`src/hdl/charlieplex_params.svh`:
```
// constants for the charlieplexed led scanner
`ifndef CHARLIEPLEX_PARAMS_SVH
`define CHARLIEPLEX_PARAMS_SVH

`define CP_CLK_HZ              200000000
`define CP_REFRESH_HZ          60
`define CP_MIN_REFRESH_HZ      50
`define CP_BASE_DIV            64
`define CP_REFRESH_BASE_TICKS  (`CP_CLK_HZ / `CP_BASE_DIV / `CP_REFRESH_HZ)
`define CP_STEP_DIV            40
`define CP_BLANK_STEPS         4
`define CP_NUM_PINS            5
`define CP_NUM_LEDS            19
`define CP_NUM_GROUPS          5
`define CP_SLOTS               4
`define CP_LAST_STEP           8'hFF
`define CP_LAST_GROUP          3'h4

`endif

```
`src/hdl/charlieplex_pkg.sv`:
```
// types shared by the charlieplexed led scanner
package charlieplex_pkg;

  typedef enum logic [2:0]
  {
    ST_IDLE  = 3'b001,
    ST_BLANK = 3'b010,
    ST_LIT   = 3'b100
  } scan_state_t;

  typedef logic [7:0] on_time_t;

endpackage

```
`src/hdl/event_timer.sv`:
```
// periodic timer counting enabled events, one-cycle tick at each period end
`timescale 1ns/10ps
module event_timer #(
  parameter int WIDTH = 16
) (
  input  wire logic             clk_sys_in,
  input  wire logic             rst_in,
  input  wire logic             clear_in,
  input  wire logic             count_en_in,
  input  wire logic [WIDTH-1:0] period_in,
  output logic                  tick_out
);

  logic [WIDTH-1:0] count_q;

  always_ff @(posedge clk_sys_in)
  begin
    if (rst_in || clear_in)
    begin
      count_q  <= '0;
      tick_out <= 1'b0;
    end
    else if (count_en_in && (count_q == period_in - 1'b1))
    begin
      count_q  <= '0;
      tick_out <= 1'b1;
    end
    else
    begin
      if (count_en_in)
        count_q <= count_q + 1'b1;
      tick_out <= 1'b0;
    end
  end

endmodule

```
`src/hdl/charlieplex_led_scanner.sv`:
```
// charlieplexed scanner: nineteen leds with on-time bytes on five tri-state pins
//
// Operation
// nineteen leds, five pins, distinct ordered pairs
// unselected pins stay high impedance
// only one common-anode group lit
// light each group in turn, repeat
// full refresh repeats at sixty hertz
// refresh never at or below fifty hertz
// refresh timer clocked by base timer
// refresh preempts lower service, which resumes
// only refresh holds top priority
// one on-time byte per led
// zero on-time keeps led dark
// each refresh tick walks whole table
// status modules rewrite entries on change
// all pins high impedance between groups
`timescale 1ns/10ps
`include "charlieplex_params.svh"
module charlieplex_led_scanner #(
  parameter logic [15:0] REFRESH_BASE_TICKS = 16'(`CP_REFRESH_BASE_TICKS)
) (
  input  wire logic       clk_sys_in,
  input  wire logic       rst_in,
  input  wire logic       wr_valid_in,
  input  wire logic [4:0] wr_idx_in,
  input  wire logic [7:0] wr_data_in,
  input  wire logic [4:0] pin_in,
  output logic            wr_ready_out,
  output logic      [4:0] pin_out,
  output logic      [4:0] pin_oe_out,
  output logic      [4:0] pin_level_out
);

  // ----------------------------------------------------------------
  // led mapping
  // ----------------------------------------------------------------
  // group g is the anode pin; slot s picks one of the other four pins
  function automatic logic [4:0] led_index(input logic [2:0] g, input logic [1:0] s);
    led_index = {g[2:0], s};
  endfunction

  function automatic logic [2:0] cathode_pin(input logic [2:0] g, input logic [1:0] s);
    cathode_pin = ({1'b0, s} < g) ? {1'b0, s} : 3'({1'b0, s} + 3'h1);
  endfunction

  charlieplex_pkg::scan_state_t state_q;
  logic [2:0]                   grp_q;
  logic [7:0]                   step_q;
  charlieplex_pkg::on_time_t    on_time_q [`CP_NUM_LEDS];
  logic [4:0]                   pin_meta_q;
  logic [4:0]                   drive_d;
  logic [4:0]                   oe_d;
  logic                         base_tick;
  logic                         refresh_tick;
  logic                         step_tick;
  logic                         scan_last;
  logic                         frame_start;

  // ----------------------------------------------------------------
  // timers
  // ----------------------------------------------------------------
  event_timer #(.WIDTH(16)) base_clock_timer (
    .clk_sys_in  (clk_sys_in),
    .rst_in      (rst_in),
    .clear_in    (1'b0),
    .count_en_in (1'b1),
    .period_in   (16'(`CP_BASE_DIV)),
    .tick_out    (base_tick)
  );

  // counts base ticks only, so the refresh rate follows the base timer
  event_timer #(.WIDTH(16)) refresh_tick_timer (
    .clk_sys_in  (clk_sys_in),
    .rst_in      (rst_in),
    .clear_in    (1'b0),
    .count_en_in (base_tick),
    .period_in   (REFRESH_BASE_TICKS),
    .tick_out    (refresh_tick)
  );

  // step pacing restarts only when a frame starts: a tick ignored mid-frame
  // must not stretch the step that is running
  event_timer #(.WIDTH(16)) step_timer (
    .clk_sys_in  (clk_sys_in),
    .rst_in      (rst_in),
    .clear_in    (frame_start),
    .count_en_in (base_tick),
    .period_in   (16'(`CP_STEP_DIV)),
    .tick_out    (step_tick)
  );

  // ----------------------------------------------------------------
  // scan sequencer
  // ----------------------------------------------------------------
  assign scan_last = (state_q == charlieplex_pkg::ST_LIT) && step_tick && (step_q == `CP_LAST_STEP)
                     && (grp_q == `CP_LAST_GROUP);
  assign frame_start = (state_q == charlieplex_pkg::ST_IDLE) && refresh_tick;

  always_ff @(posedge clk_sys_in)
  begin
    if (rst_in)
    begin
      state_q <= charlieplex_pkg::ST_IDLE;
      grp_q   <= 3'h0;
      step_q  <= 8'h00;
    end
    else
    begin
      case (state_q)
        charlieplex_pkg::ST_IDLE:
        begin
          if (refresh_tick)
          begin
            state_q <= charlieplex_pkg::ST_BLANK;
            grp_q   <= 3'h0;
            step_q  <= 8'h00;
          end
        end
        charlieplex_pkg::ST_BLANK:
        begin
          if (step_tick)
          begin
            if (step_q == 8'(`CP_BLANK_STEPS - 1))
            begin
              state_q <= charlieplex_pkg::ST_LIT;
              step_q  <= 8'h00;
            end
            else
              step_q <= step_q + 8'h01;
          end
        end
        charlieplex_pkg::ST_LIT:
        begin
          if (step_tick)
          begin
            step_q <= step_q + 8'h01;
            if (step_q == `CP_LAST_STEP)
            begin
              if (grp_q == `CP_LAST_GROUP)
                state_q <= charlieplex_pkg::ST_IDLE;
              else
              begin
                grp_q   <= grp_q + 3'h1;
                state_q <= charlieplex_pkg::ST_BLANK;
              end
            end
          end
        end
        default:
          state_q <= charlieplex_pkg::ST_IDLE;
      endcase
    end
  end

  // ----------------------------------------------------------------
  // pin drive
  // ----------------------------------------------------------------
  always_comb
  begin
    drive_d = '0;
    oe_d    = '0;
    if (state_q == charlieplex_pkg::ST_LIT)
    begin
      drive_d[grp_q] = 1'b1;
      oe_d[grp_q]    = 1'b1;
      for (int s = 0; s < `CP_SLOTS; s++)
      begin
        // index 19 (last slot of last group) has no led
        if (led_index(grp_q, 2'(s)) < 5'(`CP_NUM_LEDS))
        begin
          if (step_q < on_time_q[led_index(grp_q, 2'(s))])
            oe_d[cathode_pin(grp_q, 2'(s))] = 1'b1;
        end
      end
    end
  end

  always_ff @(posedge clk_sys_in)
  begin
    if (rst_in)
    begin
      pin_out    <= 5'h00;
      pin_oe_out <= 5'h00;
    end
    else
    begin
      pin_out    <= drive_d;
      pin_oe_out <= oe_d;
    end
  end

  always_ff @(posedge clk_sys_in)
  begin
    if (rst_in)
    begin
      pin_meta_q    <= 5'h00;
      pin_level_out <= 5'h00;
    end
    else
    begin
      pin_meta_q    <= pin_in;
      pin_level_out <= pin_meta_q;
    end
  end

  // ----------------------------------------------------------------
  // on-time table and status update port
  // ----------------------------------------------------------------
  // updates wait while a frame is scanned so the refresh is never disturbed
  always_ff @(posedge clk_sys_in)
  begin
    if (rst_in)
      wr_ready_out <= 1'b0;
    else
      wr_ready_out <= ((state_q == charlieplex_pkg::ST_IDLE) && !refresh_tick) || scan_last;
  end

  always_ff @(posedge clk_sys_in)
  begin
    if (rst_in)
    begin
      for (int i = 0; i < `CP_NUM_LEDS; i++)
        on_time_q[i] <= 8'h00;
    end
    else if (wr_valid_in && wr_ready_out && (wr_idx_in < 5'(`CP_NUM_LEDS)))
      on_time_q[wr_idx_in] <= wr_data_in;
  end

  // ----------------------------------------------------------------
  // assertions
  // ----------------------------------------------------------------
  logic [22:0] gap_q;
  logic        seen_q;

  always_ff @(posedge clk_sys_in)
  begin
    if (rst_in)
    begin
      gap_q  <= 23'h000000;
      seen_q <= 1'b0;
    end
    else if (refresh_tick)
    begin
      gap_q  <= 23'h000000;
      seen_q <= 1'b1;
    end
    else
      gap_q <= gap_q + 23'h000001;
  end
endmodule

```
`config.mk`:
```
export PLATFORM = sky130hd
export DESIGN_NAME = charlieplex_led_scanner
export DESIGN_NICKNAME = d
export VERILOG_FILES = /design/src/hdl/charlieplex_pkg.sv /design/src/hdl/event_timer.sv /design/src/hdl/charlieplex_led_scanner.sv
export VERILOG_INCLUDE_DIRS = /design/src /design/src/hdl
export SDC_FILE = /design/constraint.sdc
export NUM_CORES = 1
export LEC_CHECK = 0
export ABC_AREA = 1
export BUFFER_PORTS_ARGS = -buffer_cell sky130_fd_sc_hd__buf_2
export CORE_MARGIN = 2
export CORE_UTILIZATION = 61
export CTS_CLUSTER_DIAMETER = 100
export DETAILED_ROUTE_END_ITERATION = 16
export GPL_ROUTABILITY_DRIVEN = 0
export PLACE_DENSITY = 0.86
export SYNTH_ARGS = -nofsm -noshare
export SYNTH_HDL_FRONTEND = slang
export SYNTH_SLANG_ARGS = --single-unit
```
`constraint.sdc`:
```
create_clock -name clk_sys_in -period 3.65 [get_ports clk_sys_in]
set_clock_uncertainty 0.1 [all_clocks]
set_input_delay 0.365 -clock clk_sys_in [delete_from_list [all_inputs] [get_ports clk_sys_in]]
set_output_delay 0.365 -clock clk_sys_in [all_outputs]
set_load 0.03 [all_outputs]
```
Yosys cells after proc, flatten, opt, wreduce, memory -nomap -nowiden. Memory sizes are Yosys's and may differ from the RTL's. A register that Yosys moved wholly into a read port is not among the register bits. Index checks and enable logic that the tools add are counted.

Bits in writable memories: 152. Register bits after elaboration: 86. Memories kept: 1. Input port bits: 21. Logic and storage cells: 151.

Reductions and logical operators: 27. Bitwise gates (word level): 5. Equality and inequality tests: 15. Mux-type cells: 61. Magnitude comparators: 23. $add $sub $neg: 5.

Memory list: on_time_q (words 19, bits a word 8, read ports 4, clocked after memory_dff 4, write ports 19, line charlieplex_led_scanner.sv:50) `` charlieplex_pkg::on_time_t on_time_q [`CP_NUM_LEDS]; ``.

Operators by type and width (count): 2-to-1 mux 5 bit (20); adder 16 x 1 -> 16 bit (second input constant) (3); 2-to-1 mux 8 bit (5); equality test 16 x 6 -> 1 bit (second input constant) (2); less-than comparator 8 bit (4); 2-to-1 mux 3 bit (10); less-than comparator 5 bit (second input constant) (5); one-hot mux 8 bit (3 select lines) (1); OR 5 bit (4); equality test 16 bit (second input constant) (1); 2-to-1 mux 1 bit (16); demux 1 bit (select 3 bit) (5); logical AND 1 bit (14); AND reduction 5 bit (2); one-hot mux 3 bit (3 select lines) (1); adder 8 x 1 -> 8 bit (second input constant) (1); equality test 8 x 2 -> 1 bit (second input constant) (1); equality test 8 bit (second input constant) (1); less-than comparator 2 x 4 -> 1 bit (second input constant) (2); less-than comparator 3 x 4 -> 1 bit (second input constant) (2); != test 2 x 1 -> 1 bit (second input constant) (4); OR reduction 2 bit (4); OR reduction 8 bit (1); equality test 3 bit (second input constant) (2); other kinds (18) (25).

Longest topological paths before layout. Gate-level depths: netlist of run 1.

Word-level depth: 21. Depth in mapped cells: 18.

By module. From an unflattened synthesis of run 1, not the netlist that was laid out.

Cell total of the unflattened synthesis: 1905. Area, all modules: 16945.0 µm².

By module, submodules not included: charlieplex_led_scanner (area an instance 12836.1 µm², instances 1, cells each 1228, seq. area each 8368.0 µm²); event_timer (base_clock_timer ...) (area an instance 1368.8 µm², instances 2, cells each 225, seq. area each 340.3 µm²); event_timer (step_timer) (area an instance 1371.3 µm², instances 1, cells each 227, seq. area each 340.3 µm²).

Worst setup path before layout of run 1. OpenSTA, ideal clock, no wires.

Path type: flip-flop to flip-flop. Start: register with a tool-made name. End: register pin_oe_out[2]. Slack: 1.103 ns. Stages on the path, launching flop included: 17. Required time: 3.441 ns. Data arrival time: 2.338 ns. Buffers on the path: 3. Path through: dfxtp_1 -> inv_2 -> buf_2 -> buf_2 -> clkbuf_1 -> nor2_1 -> o221ai_1 -> o21ai_0 -> ha_1 -> a21oi_1 -> nor2_1 -> a211oi_1 -> nand2_1 -> nand2_1 -> nand3_1 -> nand2_1 -> inv_1.

RTL lines: end signal, assigned (line charlieplex_led_scanner.sv:184) `pin_oe_out <= 5'h00;`; end signal, assigned (line charlieplex_led_scanner.sv:189) `pin_oe_out <= oe_d;`; end, declared (line charlieplex_led_scanner.sv:31) `output logic [4:0] pin_oe_out,`.

==> results of run 1 <==
-- layout make-up --
class                      count  area, µm²  share of cell area [%]
timing repair buffer          59        390                    2.27
inverter                     125        470                    2.73
sequential                   345       9400                    54.6
antenna                        1       2.50                  0.0145
tap                          324        405                    2.36
multi-input combinational   1090       5380                    31.3
clock buffer                  51       1010                    5.87
clock inverter                15        159                   0.923
-- worst min path at each step --
stage,end,slack [ns],cells past startpoint
3_3_place_gp,pin_level_out[4]$_SDFF_PP0_,0.29,2
2_1_floorplan,pin_level_out[0]$_SDFF_PP0_,0.29,2
6_report,on_time_q[11][2]$_SDFFCE_PN0P_,0.09,3
4_1_cts,on_time_q[15][1]$_SDFFCE_PN0P_,0.08,3
3_5_place_dp,pin_level_out[3]$_SDFF_PP0_,0.30,2
5_1_grt,on_time_q[15][7]$_SDFFCE_PN0P_,0.09,3
-- state kept, by name, indices dropped and copies added (netlist names), named ones only --
name                         cells
refresh_tick_timer.tick_out      1
step_timer.tick_out              1
state_q                          3
step_timer.count_q              16
pin_oe_out                       5
base_clock_timer.count_q        16
pin_level_out                    5
grp_q                            3
refresh_tick_timer.count_q      16
on_time_q                      256
pin_out                          5
wr_ready_out                     1
base_clock_timer.tick_out        1
pin_meta_q                       5
step_q                           8
-- kinds of logic (layout without fill, tap and decap cells) --
family | count (synthesis) | count (layout) | synth area share (%)
buffers and inverters | 190 | 250 | 5.27
xor gates and xnor gates | 10 | 10 | 0.577
and+or+nand+nor | 651 | 651 | 18.5
AOI/OAI and AO/OA | 290 | 290 | 10.9
DFF | 345 | 345 | 61.8
other | 1 | 105 | 0.0247
adders and majority gates | 35 | 35 | 2.88
-- layer usage --
layer,wire [µm],global-route usage (%),vias up
met4,1570,13.3,0
met3,3670,5.01,131
met1,13400,34.6,5535
met2,17500,46.7,685
li1,-,-,5408
met5,0,0,-
-- through the flow --
step           instance area, µm²  utilization, %
6_report                    17200            70.6
5_1_grt                     17200            70.6
2_1_floorplan               15600               -
3_3_place_gp                16000            65.6
4_1_cts                     17200            70.6
3_5_place_dp                16000            65.6
-- power by group --
group	switching (mW)	internal [mW]
sequential	0.0614	4.34
combinational	1.03	0.397
clock	1.49	2.15
total	2.58	6.89
-- cell usage in the layout (no fill, tap or decap), types with 4 or more instances in the layout --
cell type and instances:
nor2_1 353, edfxtp_1 248, nand2_1 154, o21ai_0 148, inv_1 110, conb_1 104, dfxtp_1 94, a21oi_1 56
nand3_1 43, clkbuf_16 38, buf_2 36, ha_1 35, nor3_1 32, o22ai_1 30, o221ai_1 29, nand2_2 19
buf_4 16, inv_2 14, clkbuf_1 12, o21ai_1 10, xor2_1 10, nor4_1 8, or2_2 8, clkinv_2 7
nand4_1 6, nor3b_1 5, a211oi_1 5, dlygate4sd3_1 5, o21a_1 4, clkinv_1 4
-- repair_timing --
action                                  4_1_cts  5_1_grt
hold buffers                                  5        0
endpoints found under the hold margin         5        0
endpoints found under the setup margin        0        0
-- worst max-delay path: stages (launching register included) --
cell and delay [ns]:
dfxtp_2 0.32, buf_4 0.52, o21ai_0 0.20, o22ai_1 0.34, o21ai_1 0.14, ha_1 0.34, nand2_1 0.09, nor2_1 0.06
a211oi_1 0.34, nand2_1 0.14, nand2_1 0.08, nand3_1 0.06, nand2_1 0.06, inv_1 0.04
==> impl_metrics.py, run 1 <==
metrics = {
    "timing": {
        "fin_crit_sh_pct": 81.8,
        "drv_slew": 0,
        "setup_violations": 0,
        "relSlewSlack_pct": 41.3,
        "hold_ws_ns": 0.0877,
        "max_freq_mhz": 335,
        "rsz0062_at_grt": "no",
        "worst_slew_pin_slew_ns": 0.878,
        "finalHoldViolCount": 0,
        "setup_slack_ns": 0.665,
        "final.setup.tns_ns": 0,
        "period_minus_slack_ns": 2.98,
    },
    "synthesis": {
        "ys_ff_latch": 345,
        "synth.most_common_cell": "nor2_1",
        "synth_edf_count": 248,
        "synth_top_area_share_pct": 49.1,
        "yosysSeqAreaShare_pct": 61.8,
        "synth.largest_area_cell": "edfxtp_1",
        "synthFlopType": "edfxtp_1",
        "synth_common_cells": "353 x nor2_1, 248 x edfxtp_1, 154 x nand2_1",
        "ys_warn_count": 0,
        "syn_area_per_cell_um2": 9.98,
        "async_reset_ff_share_pct": 0,
        "syn_area_um2": 15200,
        "synth_cells": 1522,
        "ys_types": 42,
        "synth_area_leaders": "edfxtp_1 49%, dfxtp_1 13%, nor2_1 8.7%, o21ai_0 4.9%, nand2_1 3.8%",
    },
    "drt": {
        "dr.pass1.iters": 6,
        "ant_nets": 0,
        "avgViaCountPerCell": 5.85,
        "vias": 11759,
        "remaining_drc_errors": 0,
        "wl_per_cell_um": 17.9,
        "wirelength_um": 36100,
        "drt_iter0_drc": 1331,
    },
    "clock_tree": {
        "clock_sinks": 345,
        "cts_max_path_buffers": 3,
        "clkTransAtPathRegs_ns": 0.06,
        "cts_root_buf": "clkbuf_16",
        "cts_tree": "done",
        "insertion_delay_ns": 0.54,
        "htreeDepth": 2,
        "cts_buffers": 36,
        "postCtsSetupRepairBufs": 0,
        "post_cts_resized": 0,
    },
    "worst_setup_path": {
        "critPathLaunchType": "register",
        "worstSetupEndpointType": "register",
        "crit_type": "register to register",
        "arrival_ns": 3.30,
        "reg2reg_slack_ns": 0.67,
        "setup.worst_path.end": "pin_oe_out[2]$_SDFF_PP0_",
        "rr_endpoint": "pin_oe_out[2]$_SDFF_PP0_",
        "required_ns": 3.96,
        "reg2regPathDepth": 13,
        "critical_path_peak_fanout": 62,
    },
    "floorplanning": {
        "dieArea_um2": 26200,
        "die_x_um": 162,
        "io_pins": 37,
        "placementRows": 57,
        "core_area_um2": 24400,
        "start_util_pct": 62.2,
        "die-height_um": 162,
    },
    "power": {
        "power_density_nw_per_um2": 550,
        "ir_worst_vdd_mv": 0.451,
        "power_leakage_nw": 6.63,
        "power.total_mw": 9.47,
    },
    "placed_design": {
        "dp_slack_ns": 0.737,
        "dp.cells": 1938,
        "io_buffers": 36,
        "hpwl_um": 23300,
    },
    "run": {
        "maxCapViolations": 0,
    },
    "outcome": {
        "outcome": "finished clean",
    },
    "hold_path": {
        "min-delay-start": "wr_data_in[2]",
        "hp-class": "input pin to register",
    },
    "layout": {
        "nNetsFinal": 1713,
        "nFillCells": 1708,
        "final_cells": 2010,
        "drive_gt1_share_pct": 10.1,
        "area_growth_pct": 13.4,
    },
    "global_route": {
        "grt_usage_pct": 27.6,
        "grt_max_degree": 131,
        "grt_first_pass_wirelength_um": 56800,
        "grt_pass1_vias": 11267,
        "antenna_found_initial": 1,
        "grt-ovfl-total": 0,
    },
}
No activity file was read; power rests on OpenSTA's default activity.
==> run 2: changes to the inputs <==
Settings changed: ABC_AREA 1 to 0, CORE_UTILIZATION 61 to 56, PLACE_DENSITY 0.86 to 0.83.
Clock period 3.65 ns to 2.55 ns, I/O delays scaled along.
==> run 2 against run 1 <==
  * The flow now finishes with violations (setup timing)
  * Register-to-register slack worse by 1.1 ns
  * Largest power group unchanged
  * Routed wire length down 0.19%
  * Final area grew 2.8%
  * Area after synthesis fell by 2.2%
  * Global-route usage shrank 1.8 points
  * Synthesized cell count down 28%
  * Sequential cell count unchanged
  * Die area grew 6.4%
  * Via count decreased by 15%
  * Sequential power increased by 43%
==> impl_metrics.py, run 2 <==
metrics = {
    "floorplanning": {
        "die_x_um": 167,
        "io_pins": 37,
        "core_area_um2": 26100,
        "dieArea_um2": 27800,
        "placementRows": 59,
        "die-height_um": 167,
        "start_util_pct": 57.0,
    },
    "synthesis": {
        "synthFlopType": "edfxtp_1",
        "syn_area_um2": 14900,
        "async_reset_ff_share_pct": 0,
        "synth_area_leaders": "edfxtp_1 50%, dfxtp_1 13%, mux4_2 9.1%, nor2_1 5.2%, ha_1 2.9%",
        "synth.largest_area_cell": "edfxtp_1",
        "ys_types": 61,
        "synth_common_cells": "248 x edfxtp_1, 207 x nor2_1, 97 x dfxtp_1",
        "ys_warn_count": 0,
        "synth_edf_count": 248,
        "ys_ff_latch": 345,
        "synth_cells": 1092,
        "synth_top_area_share_pct": 50.1,
        "syn_area_per_cell_um2": 13.6,
        "yosysSeqAreaShare_pct": 63.2,
        "synth.most_common_cell": "edfxtp_1",
    },
    "timing": {
        "fin_crit_sh_pct": 115,
        "hold_ws_ns": 0.232,
        "final.setup.tns_ns": -1.60,
        "setup_slack_ns": -0.393,
        "drv_slew": 0,
        "worst_slew_pin_slew_ns": 1.05,
        "setup_violations": 5,
        "max_freq_mhz": 340,
        "rsz0062_at_grt": "yes",
        "period_minus_slack_ns": 2.94,
        "finalHoldViolCount": 0,
        "relSlewSlack_pct": 30.2,
    },
    "global_route": {
        "grt-ovfl-total": 0,
        "grt_usage_pct": 25.8,
        "grt_pass1_vias": 10272,
        "grt_max_degree": 38,
        "antenna_found_initial": 0,
        "grt_first_pass_wirelength_um": 55900,
    },
    "layout": {
        "num_antenna_cells": 0,
        "largest-register": "on_time_q",
        "final_cell_mix": "248 x edfxtp_1, 207 x nor2_1, 104 x conb_1",
        "nFillCells": 1673,
        "largest_reg_flops": 256,
        "nNetsFinal": 1371,
        "drive_gt1_share_pct": 19.1,
        "area_growth_pct": 19.2,
        "final_common_cell": "edfxtp_1",
    },
    "clock_tree": {
        "cts_max_path_buffers": 3,
        "cts_buffers": 35,
        "insertion_delay_ns": 0.50,
        "clock_sinks": 345,
        "clkTransAtPathRegs_ns": 0.07,
        "htreeDepth": 2,
        "cts_tree": "done",
        "cts_root_buf": "clkbuf_16",
    },
    "hold_path": {
        "hp-class": "input pin to register",
    },
    "run": {
        "maxCapViolations": 0,
    },
    "worst_setup_path": {
        "critPathBufInv": 2,
        "worstSetupEndpointType": "register",
        "critPathLaunchType": "register",
        "crit_slowest_cell": "mux4_2",
        "crit_type": "register to register",
        "critical_path_peak_fanout": 7,
        "critPathTopFamily": "compound AO/OA/AOI/OAI gates",
        "critPathMaxStageDelay_ns": 0.55,
        "worstPathCellList": "buf_12 -> buf_6 -> mux4_2 -> mux2i_2 -> ha_1 -> a21o_1 -> a2111oi_4 -> o2111ai_2 -> o221ai_2 -> nor2_1 -> o32ai_1",
        "required_ns": 2.87,
        "arrival_ns": 3.26,
    },
    "drt": {
        "remaining_drc_errors": 0,
        "ant_nets": 0,
        "drt_iter0_drc": 1200,
        "wirelength_um": 36000,
        "vias": 9958,
        "dr.pass1.iters": 5,
        "avgViaCountPerCell": 5.95,
        "wl_per_cell_um": 21.5,
    },
    "outcome": {
        "outcome": "finished, violations left",
        "violations": "setup timing",
    },
    "placed_design": {
        "io_buffers": 36,
        "hpwl_um": 22900,
    },
    "power": {
        "power_leakage_nw": 6.70,
        "power_density_nw_per_um2": 661,
        "ir_worst_vdd_mv": 0.611,
    },
}
## run 2: cell types whose count changed after synthesis, moves of 21 or more
cell / change
o21ai_0: -139
o221ai_1: -27
a21oi_1: -35
mux2i_1: +40
nor2_1: -146
xor2_1: +21
nand2_1: -106
o22ai_1: -30
nor3_1: -22
mux4_2: +60
clkbuf_1: -22
nand2b_1: +21
inv_1: -89
## run 2: power breakdown
group	switching [mW]	total (mW)	internal (mW)
clock network	2.08	4.85	2.77
logic	0.368	0.573	0.205
registers	0.0796	6.27	6.19
total	2.53	11.7	9.16
## run 2: final timing paths
kind,start,endpoint,slack (ns),depth (start not counted)
min,wr_idx_in[1],on_time_q[7][1]$_SDFFCE_PN0P_,0.23,4
min reg2reg,pin_meta_q[2]$_SDFF_PP0_,pin_level_out[2]$_SDFF_PP0_,0.35,1
max,register,pin_oe_out[1]$_SDFF_PP0_,-0.39,11
max reg2reg,register,pin_oe_out[1]$_SDFF_PP0_,-0.39,11
## run 2: per-stage QoR
stage	cells	worst slack (ns)	total power, mW	util (%)	cell area [µm²]
final	1675	-0.393	11.7	67.9	17700
after global routing	1675	-0.495	12.0	67.9	17700
after CTS	1674	-0.310	11.7	67.6	17600
after detailed placement	1594	-0.317	6.91	62.7	16300
after global placement	1594	-0.323	6.88	62.7	16300
after floorplan	1195	-0.290	6.71	-	15400
## run 2: cell families after synthesis
group	share of synthesized area [%]
buffers and inverters	2.06
muxes	11.8
adders and majority gates	2.95
xor gates and xnor gates	2.83
other	0.0253
and+or+nand+nor	13.4
AOI/OAI and AO/OA	3.72
DFF	63.2
## run 2: worst register-to-register path, cell delays in order (launching register included)
cell	delay (ns)
dfxtp_4	0.37
buf_12	0.13
buf_6	0.16
mux4_2	0.55
mux2i_2	0.19
ha_1	0.28
a21o_1	0.23
a2111oi_4	0.40
o2111ai_2	0.16
o221ai_2	0.11
nor2_1	0.07
o32ai_1	0.12
## run 2: what timing repair did
item | CTS | global route
endpoints found under the setup margin | 5 | 12
pin swaps | 3 | 3
hold buffers | 13 | 0
setup buffers | 5 | 2
gates resized for setup | 10 | 11
endpoints found under the hold margin | 21 | 0
## run 2: layout make-up
type / count / area [µm²] / area share, %
Timing Repair Buffer: 133 / 1120 / 6.33
Tap cell: 335 / 419 / 2.37
Multi-Input combinational cell: 779 / 5610 / 31.7
Sequential cell: 345 / 9400 / 53.1
Inverter: 21 / 78.8 / 0.445
Clock buffer: 48 / 966 / 5.46
Clock inverter: 14 / 106 / 0.601
## run 2: metal layers
metal | vias up | GRT usage, % | routed length [µm]
li1 | 4383 | - | -
met1 | 4918 | 32.0 | 13300
met2 | 537 | 44.0 | 18000
met3 | 120 | 4.56 | 2900
met4 | 0 | 12.8 | 1800
met5 | - | 0 | 0
==> run 3: changes to the inputs <==
Settings changed: CORE_MARGIN 2 to unset, CORE_UTILIZATION 56 to 57, PLACE_DENSITY 0.83 to 0.84, SYNTH_HIERARCHICAL set to 1.
==> run 3 against run 2 <==
  * The flow still finishes with violations (setup timing)
  * Critical path depth grew 1
  * Sequential cell count is the same
  * Sequential share of layout area shrank 6.7 points
==> impl_metrics.py, run 3 <==
metrics = {
    "outcome": {
        "outcome": "finished, violations left",
        "violations": "setup timing",
    },
    "synthesis": {
        "ys_warn_count": 6,
        "synth_top_area_share_pct": 45.3,
        "synth_top_family_by_area": "simple AND/OR/NAND/NOR gates",
        "synth.most_common_cell": "edfxtp_1",
        "ys_ff_latch": 345,
        "synth_fa_ha_area_share_pct": 2.81,
        "synthMuxAreaShare_pct": 11.0,
        "yosysSeqAreaShare_pct": 57.1,
        "synthXorXnorAreaFrac_pct": 5.48,
        "synth_cells": 1326,
        "synth-compound-area-share_pct": 5.16,
        "syn_area_um2": 16400,
        "synth-simple-area-share_pct": 16.1,
        "synth_edf_count": 248,
        "async_reset_ff_share_pct": 0,
        "synth_area_leaders": "edfxtp_1 45%, dfxtp_1 12%, mux4_2 8.2%, nor2_1 4.4%, xor2_1 2.8%",
        "synth.largest_area_cell": "edfxtp_1",
        "syn_area_per_cell_um2": 12.4,
        "ys_types": 62,
        "synth_common_cells": "248 x edfxtp_1, 192 x nor2_1, 97 x dfxtp_1",
        "synthFlopType": "edfxtp_1",
    },
    "clock_tree": {
        "clock_sinks": 345,
        "cts_max_path_buffers": 3,
        "cts_buffers": 36,
        "clkTransAtPathRegs_ns": 0.06,
        "insertion_delay_ns": 0.52,
        "cts_tree": "done",
        "cts_root_buf": "clkbuf_16",
        "htreeDepth": 2,
    },
    "floorplanning": {
        "die_x_um": 172,
        "dieArea_um2": 29500,
        "start_util_pct": 58.6,
        "die-height_um": 172,
        "placementRows": 61,
        "io_pins": 37,
        "core_area_um2": 28100,
    },
    "worst_setup_path": {
        "crit_type": "register to register",
        "arrival_ns": 3.19,
        "critPathMaxStageDelay_ns": 0.54,
        "critical_path_peak_fanout": 9,
        "worstPathCellList": "buf_4 -> buf_12 -> mux4_2 -> mux2i_1 -> ha_1 -> and4_1 -> o21ai_2 -> a21oi_2 -> a21oi_2 -> buf_4 -> a21oi_1 -> o32ai_1",
        "required_ns": 2.84,
        "critPathLaunchType": "register",
        "crit_slowest_cell": "mux4_2",
        "worstSetupEndpointType": "register",
    },
    "timing": {
        "fin_crit_sh_pct": 114,
        "relSlewSlack_pct": 46.3,
        "finalHoldViolCount": 0,
        "drv_slew": 0,
        "worst_slew_pin_slew_ns": 0.795,
        "final.setup.tns_ns": -1.42,
        "setup_violations": 5,
        "max_freq_mhz": 345,
        "rsz0062_at_grt": "yes",
        "period_minus_slack_ns": 2.90,
        "setup_slack_ns": -0.349,
    },
    "global_route": {
        "grt_usage_pct": 28.6,
        "grt-ovfl-total": 0,
        "grt_pass1_vias": 11909,
        "antenna_found_initial": 0,
        "grt_max_degree": 74,
        "grt_first_pass_wirelength_um": 63500,
    },
    "layout": {
        "num_antenna_cells": 0,
        "largest-register": "on_time_q",
        "largest_reg_flops": 256,
        "nNetsFinal": 1811,
        "final_cell_area_um2": 20200,
        "final_common_cell": "conb_1",
        "area_growth_pct": 23.1,
        "drive_gt1_share_pct": 17.1,
        "final_cell_mix": "305 x conb_1, 248 x edfxtp_1, 192 x nor2_1",
    },
    "drt": {
        "wirelength_um": 43100,
        "top_layer_used": "met4",
        "dr.pass1.iters": 6,
        "ant_nets": 0,
        "avgViaCountPerCell": 5.70,
        "wl_met1_um": 15800,
        "vias": 12302,
        "met2_length_um": 21200,
        "drt_iter0_drc": 1142,
        "remaining_drc_errors": 0,
        "wl_per_cell_um": 20.0,
        "wl_met3_um": 4370,
    },
    "hold_path": {
        "hp-class": "input pin to register",
    },
    "placed_design": {
        "place_area_um2": 18700,
        "hpwl_um": 27900,
        "io_buffers": 36,
    },
    "run": {
        "maxCapViolations": 0,
    },
    "power": {
        "power_leakage_nw": 7.80,
        "power_density_nw_per_um2": 592,
        "ir_worst_vdd_mv": 0.663,
    },
}
run 3: timing repair:
| item | in CTS | in global routing |
|---|---|---|
| pin swaps | 9 | 20 |
| resized for setup | 9 | 35 |
| hold endpoints to repair | 21 | 0 |
| gates cloned | 0 | 1 |
| hold buffers | 13 | 0 |
| setup endpoints to repair | 5 | 5 |
| buffers inserted | 10 | 9 |
run 3: power by group:
part / total [mW] / internal [mW] / leakage (nW) / switching [mW]
Combinational: 0.663 / 0.234 / 3.92 / 0.429
Sequential: 6.26 / 6.18 / 3.35 / 0.0820
Clock: 5.06 / 2.90 / 0.536 / 2.16
Total: 12.0 / 9.31 / 7.80 / 2.67
run 3: cells by family (layout without fill, tap and decap cells):
kind of cell / count (synthesis) / count (layout)
buf+inv: 88 / 238
compound gates: 123 / 123
fa+ha+maj: 37 / 37
mux: 106 / 106
flops: 345 / 345
xor+xnor: 103 / 103
other cells: 2 / 305
simple gates: 522 / 522
run 3: routing by layer:
metal / vias to the layer above / track usage (%)
met1: 5935 / 35.5
li1: 5529 / -
met5: - / 0
met4: 0 / 11.4
met2: 704 / 47.8
met3: 134 / 7.53
run 3: layout make-up:
cell class	count	area, µm²
clock inverters	17	139
multi-input cells	1196	7960
flip-flops and latches	345	9400
well taps	378	473
clock buffers	47	973
repair buffers	151	1220
fillers	1805	7840
inverters	23	86.3
run 3: metrics by stage:
step | setup WS [ns] | hold WS [ns] | instances | power, mW | utilization (%)
2_1_floorplan | -0.112 | 0.283 | 1629 | 6.76 | -
3_3_place_gp | -0.130 | 0.318 | 2060 | 6.92 | 66.4
3_5_place_dp | -0.236 | 0.325 | 2060 | 6.95 | 66.4
4_1_cts | -0.195 | 0.208 | 2147 | 11.9 | 71.3
5_1_grt | -0.403 | 0.219 | 2157 | 12.3 | 72.1
6_report | -0.349 | 0.203 | 2157 | 12.0 | 72.1
run 3: path summary, 6_finish.rpt:
| kind | from | end | slack [ns] | cells past startpoint |
|---|---|---|---|---|
| max | register | pin_oe_out[2]$_SDFF_PP0_ | -0.35 | 12 |
| max reg2reg | register | pin_oe_out[2]$_SDFF_PP0_ | -0.35 | 12 |
| min | rst_in | pin_level_out[0]$_SDFF_PP0_ | 0.20 | 3 |
| min reg2reg | pin_meta_q[0]$_SDFF_PP0_ | pin_level_out[0]$_SDFF_PP0_ | 0.34 | 1 |
run 3: critical path: cells and delay by family, from the launching register on:
family,cells,cell delay (ns)
muxes,2,0.78
and+or+nand+nor,1,0.23
DFF,1,0.39
adders and majority gates,1,0.21
buffers and inverters,3,0.41
AOI/OAI and AO/OA,5,0.65
